## config.mk

```make
export PLATFORM = sky130hd
export DESIGN_NAME = ddr_bank_ctrl
export DESIGN_NICKNAME = d
export VERILOG_FILES = /design/src/hdl/ddr_bank_pkg.sv /design/src/hdl/ddr_bank_ctrl.sv
export SDC_FILE = /design/constraint.sdc
export NUM_CORES = 1
export LEC_CHECK = 0
export ABC_AREA = 0
export BUFFER_PORTS_ARGS = -buffer_cell sky130_fd_sc_hd__buf_2
export CORE_ASPECT_RATIO = 1.25
export CORE_MARGIN = 8
export CORE_UTILIZATION = 40
export CTS_BUF_LIST = sky130_fd_sc_hd__clkbuf_2 sky130_fd_sc_hd__clkbuf_4 sky130_fd_sc_hd__clkbuf_8
export CTS_CLUSTER_SIZE = 28
export DETAILED_ROUTE_END_ITERATION = 8
export GPL_TIMING_DRIVEN = 0
export HOLD_SLACK_MARGIN = 0.15
export PLACE_DENSITY = 0.55
export SETUP_SLACK_MARGIN = 0.15
export SYNTH_ARGS = -nofsm -noshare
export SYNTH_HDL_FRONTEND = slang
export SYNTH_SLANG_ARGS = --single-unit
```

## constraint.sdc

```tcl
create_clock -name clock -period 2.6 [get_ports clock]
set_input_delay 0.39 -clock clock [delete_from_list [all_inputs] [get_ports clock]]
set_output_delay 0.39 -clock clock [all_outputs]
set_load 0.005 [all_outputs]
```

## src/hdl/ddr_bank_pkg.sv

```systemverilog
/*
  Shared constants and types of the bank command and clock-enable tracker.
  Assumes one 50 MHz clock on which the controller's command pins are sampled.
*/
`default_nettype none
package ddr_bank_pkg;
  localparam int        NUM_BANKS    = 4;
  localparam int        CLK_PERIOD_NS = 20;
  localparam int        DLL_LOCK_CYC = 200;
  localparam int        AP_BIT       = 10;
  localparam int        ADDR_W       = 14;

  // Default timings in ns, turned into cycles below (least times round up)
  localparam int        TRCD_NS      = 15;
  localparam int        TRP_NS       = 15;
  localparam int        TWR_NS       = 15;
  localparam int        TRFC_NS      = 70;
  localparam int        TXSNR_NS     = 75;
  localparam int        TMRD_NS      = 10;
  localparam int        TRCD_CYC     = (TRCD_NS + CLK_PERIOD_NS - 1) / CLK_PERIOD_NS;
  localparam int        TRP_CYC      = (TRP_NS + CLK_PERIOD_NS - 1) / CLK_PERIOD_NS;
  localparam int        TWR_CYC      = (TWR_NS + CLK_PERIOD_NS - 1) / CLK_PERIOD_NS;
  localparam int        TRFC_CYC     = (TRFC_NS + CLK_PERIOD_NS - 1) / CLK_PERIOD_NS;
  localparam int        TXSNR_CYC    = (TXSNR_NS + CLK_PERIOD_NS - 1) / CLK_PERIOD_NS;
  localparam int        TMRD_CYC     = (TMRD_NS + CLK_PERIOD_NS - 1) / CLK_PERIOD_NS;

  // {ras_n, cas_n, we_n} with cs_n low
  localparam logic [2:0] CODE_NOP   = 3'h7;
  localparam logic [2:0] CODE_ACT   = 3'h3;
  localparam logic [2:0] CODE_READ  = 3'h5;
  localparam logic [2:0] CODE_WRITE = 3'h4;
  localparam logic [2:0] CODE_BST   = 3'h6;
  localparam logic [2:0] CODE_PRE   = 3'h2;
  localparam logic [2:0] CODE_REF   = 3'h1;
  localparam logic [2:0] CODE_LMR   = 3'h0;

  typedef enum logic [2:0] {
    CMD_NOP   = 3'h0,
    CMD_ACT   = 3'h1,
    CMD_READ  = 3'h2,
    CMD_WRITE = 3'h3,
    CMD_BST   = 3'h4,
    CMD_PRE   = 3'h5,
    CMD_REF   = 3'h6,
    CMD_LMR   = 3'h7
  } cmd_t;

  typedef enum logic [2:0] {
    BK_IDLE    = 3'h0,
    BK_ACTVING = 3'h1,
    BK_ACTIVE  = 3'h2,
    BK_READ    = 3'h3,
    BK_WRITE   = 3'h4,
    BK_AP_ACC  = 3'h5,
    BK_PRECHG  = 3'h6
  } bank_state_t;

  typedef enum logic [2:0] {
    PW_NORMAL   = 3'h0,
    PW_PRE_PD   = 3'h1,
    PW_ACT_PD   = 3'h2,
    PW_SELF_REF = 3'h3,
    PW_XSNR     = 3'h4,
    PW_BUSY     = 3'h5
  } power_state_t;

  // Command pins as they arrive on one edge
  typedef struct packed {
    logic              cs_n;
    logic              ras_n;
    logic              cas_n;
    logic              we_n;
    logic [1:0]        ba;
    logic [ADDR_W-1:0] addr;
  } cmd_pins_t;
endpackage : ddr_bank_pkg
`default_nettype wire

```

## src/hdl/ddr_bank_ctrl.sv

```systemverilog
/*
  Bank state, concurrent auto precharge and clock-enable power state tracker.
  Assumes the command pins and clock enable arrive synchronous to clock;
  burst length and CAS latency come in as static settings.
*/
// Behaviour
// RULE_01: Deselect registers nothing, operations continue
// RULE_02: NOP accepted anywhere, operations continue
// RULE_03: Idle reference bank imposes no restriction
// RULE_04: Busy bank allows commands to other banks
// RULE_05: Controller ends read before other-bank write
// RULE_06: Controller masks write beats a read interrupts
// RULE_07: Concurrent auto precharge accepts other banks
// RULE_08: Read auto precharge starts after burst data
// RULE_09: Write auto precharge starts after write recovery
// RULE_10: Write-ap to read waits 1+BL/2 plus turnaround
// RULE_11: Read-ap to write waits rounded CL plus BL/2
// RULE_12: Same-type waits BL/2, precharge/active one
// RULE_13: Refresh and mode load need all idle
// RULE_14: Burst terminate acts on active read bank
// RULE_15: Command rules need clock enable high twice
// RULE_16: Clock enable low twice holds power state
// RULE_17: Clock enable edges enter and exit power states
// RULE_18: Clock enable stays high during column access; a fall with NOP is not flagged and enters active power down
// RULE_19: Self refresh exit waits 200 cycles before read
// RULE_20: Only deselect or NOP during exit delay
// RULE_21: Command decode from four strobes
// RULE_22: Address bit ten selects auto precharge
// RULE_23: Refresh code means self refresh when low
// RULE_24: Precharge with bit ten closes all banks
// RULE_25: One state machine per bank
// RULE_26: Uncovered combinations are flagged illegal
`default_nettype none
module ddr_bank_ctrl #(
  parameter int BURST_LEN = 4,
  parameter int CAS_LAT_X2 = 5
) (
  input  wire logic                                clock,
  input  wire logic                                srst,
  input  wire ddr_bank_pkg::cmd_pins_t             cmd_pins,
  input  wire logic                                cke,
  output logic [ddr_bank_pkg::NUM_BANKS*3-1:0]     bank_states,
  output ddr_bank_pkg::power_state_t               power_state,
  output logic                                     dll_locked,
  output logic                                     cmd_accepted,
  output logic                                     illegal_cmd
);
  localparam int NB = ddr_bank_pkg::NUM_BANKS;
  localparam int CNT_W = 8;
  localparam int HALF_BL = BURST_LEN / 2;
  localparam int cas_latency_rounded_up = (CAS_LAT_X2 + 1) / 2;
  localparam logic [CNT_W-1:0] RD_AP_CYC = CNT_W'(HALF_BL + cas_latency_rounded_up - 1);
  localparam logic [CNT_W-1:0] WR_AP_CYC = CNT_W'(HALF_BL + 1 + ddr_bank_pkg::TWR_CYC);
  localparam logic [CNT_W-1:0] RD_CYC = CNT_W'(HALF_BL);
  localparam logic [CNT_W-1:0] WR_CYC = CNT_W'(HALF_BL + 1 + ddr_bank_pkg::TWR_CYC);
  localparam logic [CNT_W-1:0] RCD_CYC = CNT_W'(ddr_bank_pkg::TRCD_CYC);
  localparam logic [CNT_W-1:0] RP_CYC = CNT_W'(ddr_bank_pkg::TRP_CYC);
  localparam logic [CNT_W-1:0] RFC_CYC = CNT_W'(ddr_bank_pkg::TRFC_CYC);
  localparam logic [CNT_W-1:0] MRD_CYC = CNT_W'(ddr_bank_pkg::TMRD_CYC);
  localparam logic [CNT_W-1:0] XSNR_CYC = CNT_W'(ddr_bank_pkg::TXSNR_CYC);
  // Exit edge is the first relock cycle but also reloads the count, so a read is first legal on the 201st edge
  localparam logic [CNT_W-1:0] DLL_CYC = CNT_W'(ddr_bank_pkg::DLL_LOCK_CYC - 1);

  // ==========================================================
  // Command decode
  function automatic ddr_bank_pkg::cmd_t decode(input ddr_bank_pkg::cmd_pins_t p);
    logic [2:0] code;
    code = {p.ras_n, p.cas_n, p.we_n};
    if (p.cs_n) begin
      return ddr_bank_pkg::CMD_NOP; // RULE_01
    end
    case (code) // RULE_21
      ddr_bank_pkg::CODE_ACT:   return ddr_bank_pkg::CMD_ACT;
      ddr_bank_pkg::CODE_READ:  return ddr_bank_pkg::CMD_READ;
      ddr_bank_pkg::CODE_WRITE: return ddr_bank_pkg::CMD_WRITE;
      ddr_bank_pkg::CODE_BST:   return ddr_bank_pkg::CMD_BST;
      ddr_bank_pkg::CODE_PRE:   return ddr_bank_pkg::CMD_PRE;
      ddr_bank_pkg::CODE_REF:   return ddr_bank_pkg::CMD_REF;
      ddr_bank_pkg::CODE_LMR:   return ddr_bank_pkg::CMD_LMR;
      default:                  return ddr_bank_pkg::CMD_NOP; // RULE_02
    endcase
  endfunction : decode

  ddr_bank_pkg::cmd_t cmd;
  logic               cke_prev_ff;
  logic               ap_bit;
  logic               cmd_window;
  logic               all_idle;
  logic               any_read;
  logic               any_col;
  logic               pw_normal;
  logic [NB-1:0]      bank_legal;
  logic [NB-1:0]      idle_vec;
  logic [NB-1:0]      read_vec;
  logic [NB-1:0]      col_vec;
  logic [1:0]         last_read_ff;
  ddr_bank_pkg::power_state_t power_ff;
  ddr_bank_pkg::power_state_t nxt_power;
  logic [CNT_W-1:0]   pw_cnt_ff;
  logic [CNT_W-1:0]   nxt_pw_cnt;
  logic [CNT_W-1:0]   dll_cnt_ff;
  logic               global_ok;

  assign cmd        = decode(cmd_pins);
  assign ap_bit     = cmd_pins.addr[ddr_bank_pkg::AP_BIT]; // RULE_22
  assign pw_normal  = (power_ff == ddr_bank_pkg::PW_NORMAL);
  assign cmd_window = cke_prev_ff && cke && pw_normal; // RULE_15
  assign all_idle   = &idle_vec;
  assign any_read   = |read_vec;
  assign any_col    = |col_vec;

  // ==========================================================
  // Per-bank state machines
  genvar b;
  generate
    for (b = 0; b < NB; b++) begin : g_bank
      ddr_bank_pkg::bank_state_t st_ff;
      ddr_bank_pkg::bank_state_t nxt_st;
      logic [CNT_W-1:0]          cnt_ff;
      logic [CNT_W-1:0]          nxt_cnt;
      logic                      ap_write_ff;
      logic                      nxt_ap_write;
      logic                      sel;
      logic                      pre_hit;
      logic                      go;

      assign sel     = (cmd_pins.ba == 2'(b));
      assign pre_hit = (cmd == ddr_bank_pkg::CMD_PRE) && (ap_bit || sel); // RULE_24
      assign go      = cmd_window && bank_legal[b];
      assign idle_vec[b] = (st_ff == ddr_bank_pkg::BK_IDLE);
      assign read_vec[b] = (st_ff == ddr_bank_pkg::BK_READ);
      assign col_vec[b]  = (st_ff == ddr_bank_pkg::BK_READ) || (st_ff == ddr_bank_pkg::BK_WRITE)
                           || (st_ff == ddr_bank_pkg::BK_AP_ACC);
      assign bank_states[b*3 +: 3] = st_ff;

      // Legality checks only this bank's own state; other banks never block it
      always_comb begin // RULE_03
        bank_legal[b] = 1'b1;
        case (cmd)
          ddr_bank_pkg::CMD_ACT:
            bank_legal[b] = !sel || st_ff == ddr_bank_pkg::BK_IDLE;
          ddr_bank_pkg::CMD_READ, ddr_bank_pkg::CMD_WRITE:
            bank_legal[b] = !sel || st_ff == ddr_bank_pkg::BK_ACTIVE
                            || st_ff == ddr_bank_pkg::BK_READ || st_ff == ddr_bank_pkg::BK_WRITE;
          ddr_bank_pkg::CMD_PRE:
            bank_legal[b] = !pre_hit || st_ff == ddr_bank_pkg::BK_IDLE
                            || st_ff == ddr_bank_pkg::BK_ACTIVE
                            || st_ff == ddr_bank_pkg::BK_READ || st_ff == ddr_bank_pkg::BK_WRITE;
          default:
            bank_legal[b] = 1'b1;
        endcase
      end

      always_comb begin // RULE_25
        nxt_st       = st_ff;
        nxt_ap_write = ap_write_ff;
        nxt_cnt      = (cnt_ff != '0) ? cnt_ff - 1'b1 : cnt_ff;
        case (st_ff)
          ddr_bank_pkg::BK_ACTVING: if (cnt_ff <= 1) nxt_st = ddr_bank_pkg::BK_ACTIVE;
          ddr_bank_pkg::BK_READ, ddr_bank_pkg::BK_WRITE:
            if (cnt_ff <= 1) nxt_st = ddr_bank_pkg::BK_ACTIVE;
          ddr_bank_pkg::BK_AP_ACC: begin
            if (cnt_ff <= 1) begin // RULE_08 RULE_09
              nxt_st  = ddr_bank_pkg::BK_PRECHG;
              nxt_cnt = RP_CYC;
            end
          end
          ddr_bank_pkg::BK_PRECHG: if (cnt_ff <= 1) nxt_st = ddr_bank_pkg::BK_IDLE;
          default: ;
        endcase
        if (go) begin // RULE_04 RULE_07
          if (cmd == ddr_bank_pkg::CMD_ACT && sel) begin
            nxt_st  = ddr_bank_pkg::BK_ACTVING;
            nxt_cnt = RCD_CYC;
          end else if ((cmd == ddr_bank_pkg::CMD_READ || cmd == ddr_bank_pkg::CMD_WRITE)
                       && sel) begin
            nxt_ap_write = (cmd == ddr_bank_pkg::CMD_WRITE);
            if (ap_bit) begin
              nxt_st  = ddr_bank_pkg::BK_AP_ACC;
              nxt_cnt = (cmd == ddr_bank_pkg::CMD_READ) ? RD_AP_CYC : WR_AP_CYC;
            end else begin
              nxt_st  = (cmd == ddr_bank_pkg::CMD_READ) ? ddr_bank_pkg::BK_READ
                                                        : ddr_bank_pkg::BK_WRITE;
              nxt_cnt = (cmd == ddr_bank_pkg::CMD_READ) ? RD_CYC : WR_CYC;
            end
          end else if (pre_hit && st_ff != ddr_bank_pkg::BK_IDLE) begin
            nxt_st  = ddr_bank_pkg::BK_PRECHG;
            nxt_cnt = RP_CYC;
          end else if (cmd == ddr_bank_pkg::CMD_BST && last_read_ff == 2'(b)
                       && st_ff == ddr_bank_pkg::BK_READ) begin // RULE_14
            nxt_st = ddr_bank_pkg::BK_ACTIVE;
          end
        end
      end

      always_ff @(posedge clock) begin
        if (srst) begin
          st_ff       <= ddr_bank_pkg::BK_IDLE;
          cnt_ff      <= '0;
          ap_write_ff <= 1'b0;
        end else begin
          st_ff       <= nxt_st;
          cnt_ff      <= nxt_cnt;
          ap_write_ff <= nxt_ap_write;
        end
      end
    end
  endgenerate

  // ==========================================================
  // Global legality and power state
  // Refresh and mode load need every bank idle; refresh with cke low is self refresh
  assign global_ok = ((cmd == ddr_bank_pkg::CMD_REF || cmd == ddr_bank_pkg::CMD_LMR)
                      ? all_idle : 1'b1)
                     && (cmd == ddr_bank_pkg::CMD_BST ? any_read : 1'b1); // RULE_13 RULE_14

  always_comb begin // RULE_16 RULE_17
    nxt_power  = power_ff;
    nxt_pw_cnt = (pw_cnt_ff != '0) ? pw_cnt_ff - 1'b1 : pw_cnt_ff;
    case (power_ff)
      ddr_bank_pkg::PW_NORMAL: begin
        if (cke_prev_ff && !cke) begin
          if (cmd == ddr_bank_pkg::CMD_REF && all_idle) begin // RULE_23
            nxt_power = ddr_bank_pkg::PW_SELF_REF;
          end else if (cmd == ddr_bank_pkg::CMD_NOP) begin
            nxt_power = all_idle ? ddr_bank_pkg::PW_PRE_PD : ddr_bank_pkg::PW_ACT_PD;
          end
        end else if (cmd_window && global_ok && (cmd == ddr_bank_pkg::CMD_REF
                                                || cmd == ddr_bank_pkg::CMD_LMR)) begin
          nxt_power  = ddr_bank_pkg::PW_BUSY;
          nxt_pw_cnt = (cmd == ddr_bank_pkg::CMD_REF) ? RFC_CYC : MRD_CYC;
        end
      end
      ddr_bank_pkg::PW_PRE_PD, ddr_bank_pkg::PW_ACT_PD: begin
        if (!cke_prev_ff && cke && cmd == ddr_bank_pkg::CMD_NOP) begin
          nxt_power = ddr_bank_pkg::PW_NORMAL;
        end
      end
      ddr_bank_pkg::PW_SELF_REF: begin
        if (!cke_prev_ff && cke && cmd == ddr_bank_pkg::CMD_NOP) begin
          nxt_power  = ddr_bank_pkg::PW_XSNR;
          nxt_pw_cnt = XSNR_CYC;
        end
      end
      ddr_bank_pkg::PW_XSNR, ddr_bank_pkg::PW_BUSY:
        if (pw_cnt_ff <= 1) nxt_power = ddr_bank_pkg::PW_NORMAL; // RULE_15
      default: nxt_power = ddr_bank_pkg::PW_NORMAL;
    endcase
  end

  always_ff @(posedge clock) begin
    if (srst) begin
      cke_prev_ff  <= 1'b0;
      power_ff     <= ddr_bank_pkg::PW_NORMAL;
      pw_cnt_ff    <= '0;
      last_read_ff <= 2'h0;
    end else begin
      cke_prev_ff <= cke;
      power_ff    <= nxt_power;
      pw_cnt_ff   <= nxt_pw_cnt;
      if (cmd_window && cmd == ddr_bank_pkg::CMD_READ) last_read_ff <= cmd_pins.ba;
    end
  end

  // DLL relock count after self refresh exit
  always_ff @(posedge clock) begin // RULE_19
    if (srst) begin
      dll_cnt_ff <= '0;
    end else if (power_ff == ddr_bank_pkg::PW_SELF_REF) begin
      dll_cnt_ff <= DLL_CYC;
    end else if (dll_cnt_ff != '0) begin
      dll_cnt_ff <= dll_cnt_ff - 1'b1;
    end
  end

  // ==========================================================
  // Status outputs
  logic bad;
  assign bad = (cmd != ddr_bank_pkg::CMD_NOP) && (
                 (cmd_window && (!(&bank_legal) || !global_ok))
                 || (cmd == ddr_bank_pkg::CMD_READ && dll_cnt_ff != '0) // RULE_19
                 || (!pw_normal && cke_prev_ff)                          // RULE_20
                 || (cke_prev_ff && !cke && any_col));                   // RULE_18

  always_ff @(posedge clock) begin // RULE_26
    if (srst) begin
      illegal_cmd  <= 1'b0;
      cmd_accepted <= 1'b0;
    end else begin
      illegal_cmd  <= bad;
      // Deselect and NOP are not commands taken, so they give no pulse
      cmd_accepted <= cmd_window && !bad && (cmd != ddr_bank_pkg::CMD_NOP); // RULE_01
    end
  end

  assign power_state = power_ff;
  assign dll_locked  = (dll_cnt_ff == '0);

  // ==========================================================
  // Checks
  dll_wait_a: assert property (@(posedge clock) disable iff (srst) // RULE_19
    $fell(power_ff == ddr_bank_pkg::PW_SELF_REF) |-> !dll_locked [*8])
    else $error("dll lock reported too early");
  sr_entry_a: assert property (@(posedge clock) disable iff (srst) // RULE_17
    (pw_normal && cke_prev_ff && !cke && cmd == ddr_bank_pkg::CMD_REF && all_idle)
      |=> power_ff == ddr_bank_pkg::PW_SELF_REF)
    else $error("self refresh not entered");
  pd_hold_a: assert property (@(posedge clock) disable iff (srst) // RULE_16
    (power_ff == ddr_bank_pkg::PW_PRE_PD && !cke_prev_ff && !cke) |=> $stable(power_ff))
    else $error("power down not held");
  nop_keep_a: assert property (@(posedge clock) disable iff (srst) // RULE_01
    (cmd_pins.cs_n && g_bank[0].st_ff == ddr_bank_pkg::BK_IDLE) |=> g_bank[0].st_ff
      == ddr_bank_pkg::BK_IDLE)
    else $error("deselect changed bank state");
  pre_all_a: assert property (@(posedge clock) disable iff (srst) // RULE_24
    (cmd_window && cmd == ddr_bank_pkg::CMD_PRE && ap_bit && (&bank_legal)
     && g_bank[3].st_ff == ddr_bank_pkg::BK_ACTIVE)
      |=> g_bank[3].st_ff == ddr_bank_pkg::BK_PRECHG)
    else $error("precharge all missed a bank");
  ap_flow_a: assert property (@(posedge clock) disable iff (srst) // RULE_08
    (cmd_window && cmd == ddr_bank_pkg::CMD_READ && ap_bit && cmd_pins.ba == 2'h0
     && g_bank[0].st_ff == ddr_bank_pkg::BK_ACTIVE)
      |=> g_bank[0].st_ff == ddr_bank_pkg::BK_AP_ACC ##[1:20] g_bank[0].st_ff
        == ddr_bank_pkg::BK_PRECHG)
    else $error("auto precharge did not start");
  ref_busy_a: assert property (@(posedge clock) disable iff (srst) // RULE_13
    (cmd_window && cmd == ddr_bank_pkg::CMD_REF && !all_idle) |=> illegal_cmd)
    else $error("refresh with open bank not flagged");
  cke_rule_a: assert property (@(posedge clock) disable iff (srst) // RULE_15
    (!cke_prev_ff && cmd == ddr_bank_pkg::CMD_ACT) |=> !cmd_accepted)
    else $error("command taken with clock enable low");
endmodule : ddr_bank_ctrl
`default_nettype wire

```

==> results list <==
- Starting utilization of the core area: 0.406
- The die covers 0.0148 sq mm.
- Worst-Skew Late Latency: 360 ps
- Power per unit of standard cell area: 1020 mW/mm^2
- CTS built an H-tree with a depth of 3.
- Post-layout min period: 2400 ps
- The die is 134 um tall.
- Detailed-placement wirelength estimate: 9.18 mm
* Total vias in the final route: 4204
- Tcrit/Tclk final: 0.921
* Clock tree skew after final layout: 10.8 ps
* Drc violations: 0
- Area of the core region: 0.0110 sq mm
* Total congestion overflow after global routing: 0
- WL final: 12.1 mm
- Summing all placed instances gives a cell area of 0.00475 sq mm.
- Measured against its own limit, the worst slew margin works out to 0.434.
* Final core area utilization: 0.463
- Via count of the first global-routing pass: 4172
- Fraction of final layout cells with drive strength greater than 1: 0.156
* Antenna violations before repair: 0
- Largest net degree at the start of global routing: 13
- Setup violations remaining at the end of the flow were counted as 0.
- Primary flip-flop cell chosen by synthesis mapping: dfxtp_1
- Setup repair after global routing left no endpoint under its margin.
* CTS sink cnt: 68
* Endpoint class of the critical path: primary output
- After routing the design area is 0.00508 sq mm.
- Number of detailed-route iterations in the first pass: 4
* Slew at the pin with the worst max-slew slack: 841 ps
* Count of nets after finishing: 635
- The path class of the tightest hold or removal check is in2reg.
* Maximum ir drop on the vdd rail: 671 uV
- Arrival time worst endpoint: 2010 ps
- A synthesized cell averages 7.99 sq um.
- Of the synthesized area, sequential elements account for 0.306.
* Global-route wire length before repair: 20.5 mm
* Overall routing resource usage: 0.173
* Area Overhead vs Synth: 14.1%
- After technology mapping, the gate count stands at 557.
- Max Transition Viols Final: 0
- Across the run, the number of max-cap violations was 0.
- The synthesized netlist contains 83 unique library cells.
* Status: complete, no violations
* Post-synthesis async set-or-reset flop share: 0
- Drt wl/cell: 16.4 um
- Derived from the worst setup path, the maximum achievable clock frequency is 417 MHz.
- Overall Power: 5200 uW
* Ys Warns: 0
- Clock-pin slew was measured on the worst setup and hold paths at 80 ps.
- Dividing the detail-routed via count by the number of cells gives 5.69.
* Number of flip-flops and latches in the synthesized netlist: 68
- Leak Pwr: 0.00205 uW
- In this run the tool buffered the top-level ports with 26 buffer cells.
- TritonCTS Buffers: 9
- Post-synth design cell area: 0.00445 sq mm
- The worst setup path is of the reg2out kind.
- Nets in the synthesized netlist: 593
- No sink is reached through more buffers than the 2 on the longest clock path.
- After floorplanning, the core was divided into 43 placement rows.
* CTS Root Buffer Type: clkbuf_8
- Number of synthesized flops with an enable pin: 0
- From left edge to right edge, the die measures 110 um.
- Endpoint required time on the critical path: 2210 ps
- The first routing iteration left 188 violations.
* Worst Path Max Fanout: 4
- The number of antenna diodes in the final layout is 0.
* Final Hold Vio Count: 0
- STA classifies the critical path startpoint as a flip-flop.
- TritonCTS built the clock tree.
- Final weighted congestion of routability-driven global placement: 0.924
- Count of boundary I/O pins: 41
- In this run the remaining antenna-violating nets after routing total 0.
[area by class of cell]
type	instances	area [sq um]
clock buffers	10	131
inverters	24	95.1
well taps	135	169
clock inverters	6	136
flip-flops and latches	68	1370
fillers	1151	5890
repair buffers	31	168
plain buffers	19	129
multi-input cells	446	2890
[state kept, by name, indices dropped and copies added (netlist names)]
name	flops
g_bank.cnt_ff	32
g_bank.st_ff	12
dll_cnt_ff	8
pw_cnt_ff	8
power_state	3
last_read_ff	2
cke_prev_ff	1
cmd_accepted	1
illegal_cmd	1
[synth_stat cells, drive strengths merged, types with 5 or more instances]
library cell | count | area share
and2 | 6 | 0.0090
nor3 | 32 | 0.038
o21ai | 28 | 0.032
nor2 | 70 | 0.059
buf | 9 | 0.013
inv | 23 | 0.019
nand2 | 38 | 0.032
or4 | 8 | 0.015
mux2i | 7 | 0.016
xnor2 | 19 | 0.037
a21o | 7 | 0.012
nor4 | 11 | 0.015
o22ai | 10 | 0.014
nor2b | 14 | 0.020
a21oi | 40 | 0.047
a211o | 7 | 0.014
xor2 | 10 | 0.020
clkbuf | 10 | 0.015
dfxtp | 68 | 0.31
nand2b | 13 | 0.020
a31oi | 9 | 0.013
nand3 | 15 | 0.020
or3 | 8 | 0.011
and3b | 5 | 0.0098
ha | 13 | 0.037
a221oi | 6 | 0.012
[path summary, 6_finish.rpt]
| check | startpoint | endpoint | slack (ps) | cells past startpoint |
|---|---|---|---|---|
| setup / recovery | dll_cnt_ff[2]$_SDFFE_PP0P_ | dll_locked | 200 | 4 |
| hold / removal | srst | pw_cnt_ff[0]$_SDFF_PP0_ | 350 | 4 |
| setup reg to reg | dll_cnt_ff[2]$_SDFFE_PP0P_ | cmd_accepted$_SDFF_PP0_ | 280 | 7 |
| hold reg to reg | g_bank[0].cnt_ff[3]$_SDFF_PP0_ | g_bank[0].cnt_ff[3]$_SDFF_PP0_ | 500 | 2 |
[routing by layer]
layer / part of all wire / global-route usage
met1: 0.45 / 0.214
met2: 0.48 / 0.275
met3: 0.035 / 0.0360
met4: 0.030 / 0.0839
met5: 0 / 0
[per-stage QoR]
stage | cells | worst slack [ps] | TNS [ps] | hold slack [ps]
after global routing | 739 | 145 | 0 | 350
final | 739 | 205 | 0 | 353
after detailed placement | 718 | -9.78 | -21.6 | 490
after global placement | 718 | -1.77 | -4.18 | 478
after CTS | 734 | 161 | 0 | 323
after floorplan | 557 | 522 | 0 | 458
[where the power goes]
group / switching, uW / internal, uW
sequential: 303 / 1350
clock: 423 / 746
combinational: 1270 / 1110
total: 1990 / 3210
[logic make-up (layout without fill, tap and decap cells)]
logic type | count (synthesis) | in the layout | synth area share
multiplexers | 7 | 7 | 0.0157
AND/OR/NAND/NOR | 245 | 245 | 0.299
AO/OA/AOI/OAI | 152 | 152 | 0.236
flip-flops | 68 | 68 | 0.306
adder cells (fa/ha/maj) | 13 | 13 | 0.0365
XOR/XNOR | 29 | 29 | 0.0570
buffers and inverters | 43 | 90 | 0.0500
[critical path, cell delays in order (launching register included)]
cell and delay (ps):
dfxtp_4 350, or4_4 520, or4b_4 600, clkinv_4 80, buf_2 110
[layout by cell type, fill, tap and decap left out, types with 7 or more instances in the layout]
cell,instances
nor2_1,70
dfxtp_1,66
nand2_1,38
a21oi_1,38
buf_2,32
nor3_1,27
inv_1,23
o21ai_0,23
xnor2_1,19
nor2b_1,14
nand3_1,14
ha_1,13
clkbuf_8,12
nand2b_1,12
nor4_1,11
o22ai_1,10
xor2_1,10
a31oi_1,9
or3_1,8
a211o_1,7
mux2i_1,7
[what timing repair did]
action                     4_1_cts  5_1_grt
pin swaps                        0        2
setup buffers                    0        5
hold endpoints to repair         0        0
gates cloned                     0        0
resized for setup                2        7
hold buffers                     0        0
setup endpoints to repair        2       11
Note: power is estimated with default switching activity, not from simulation.
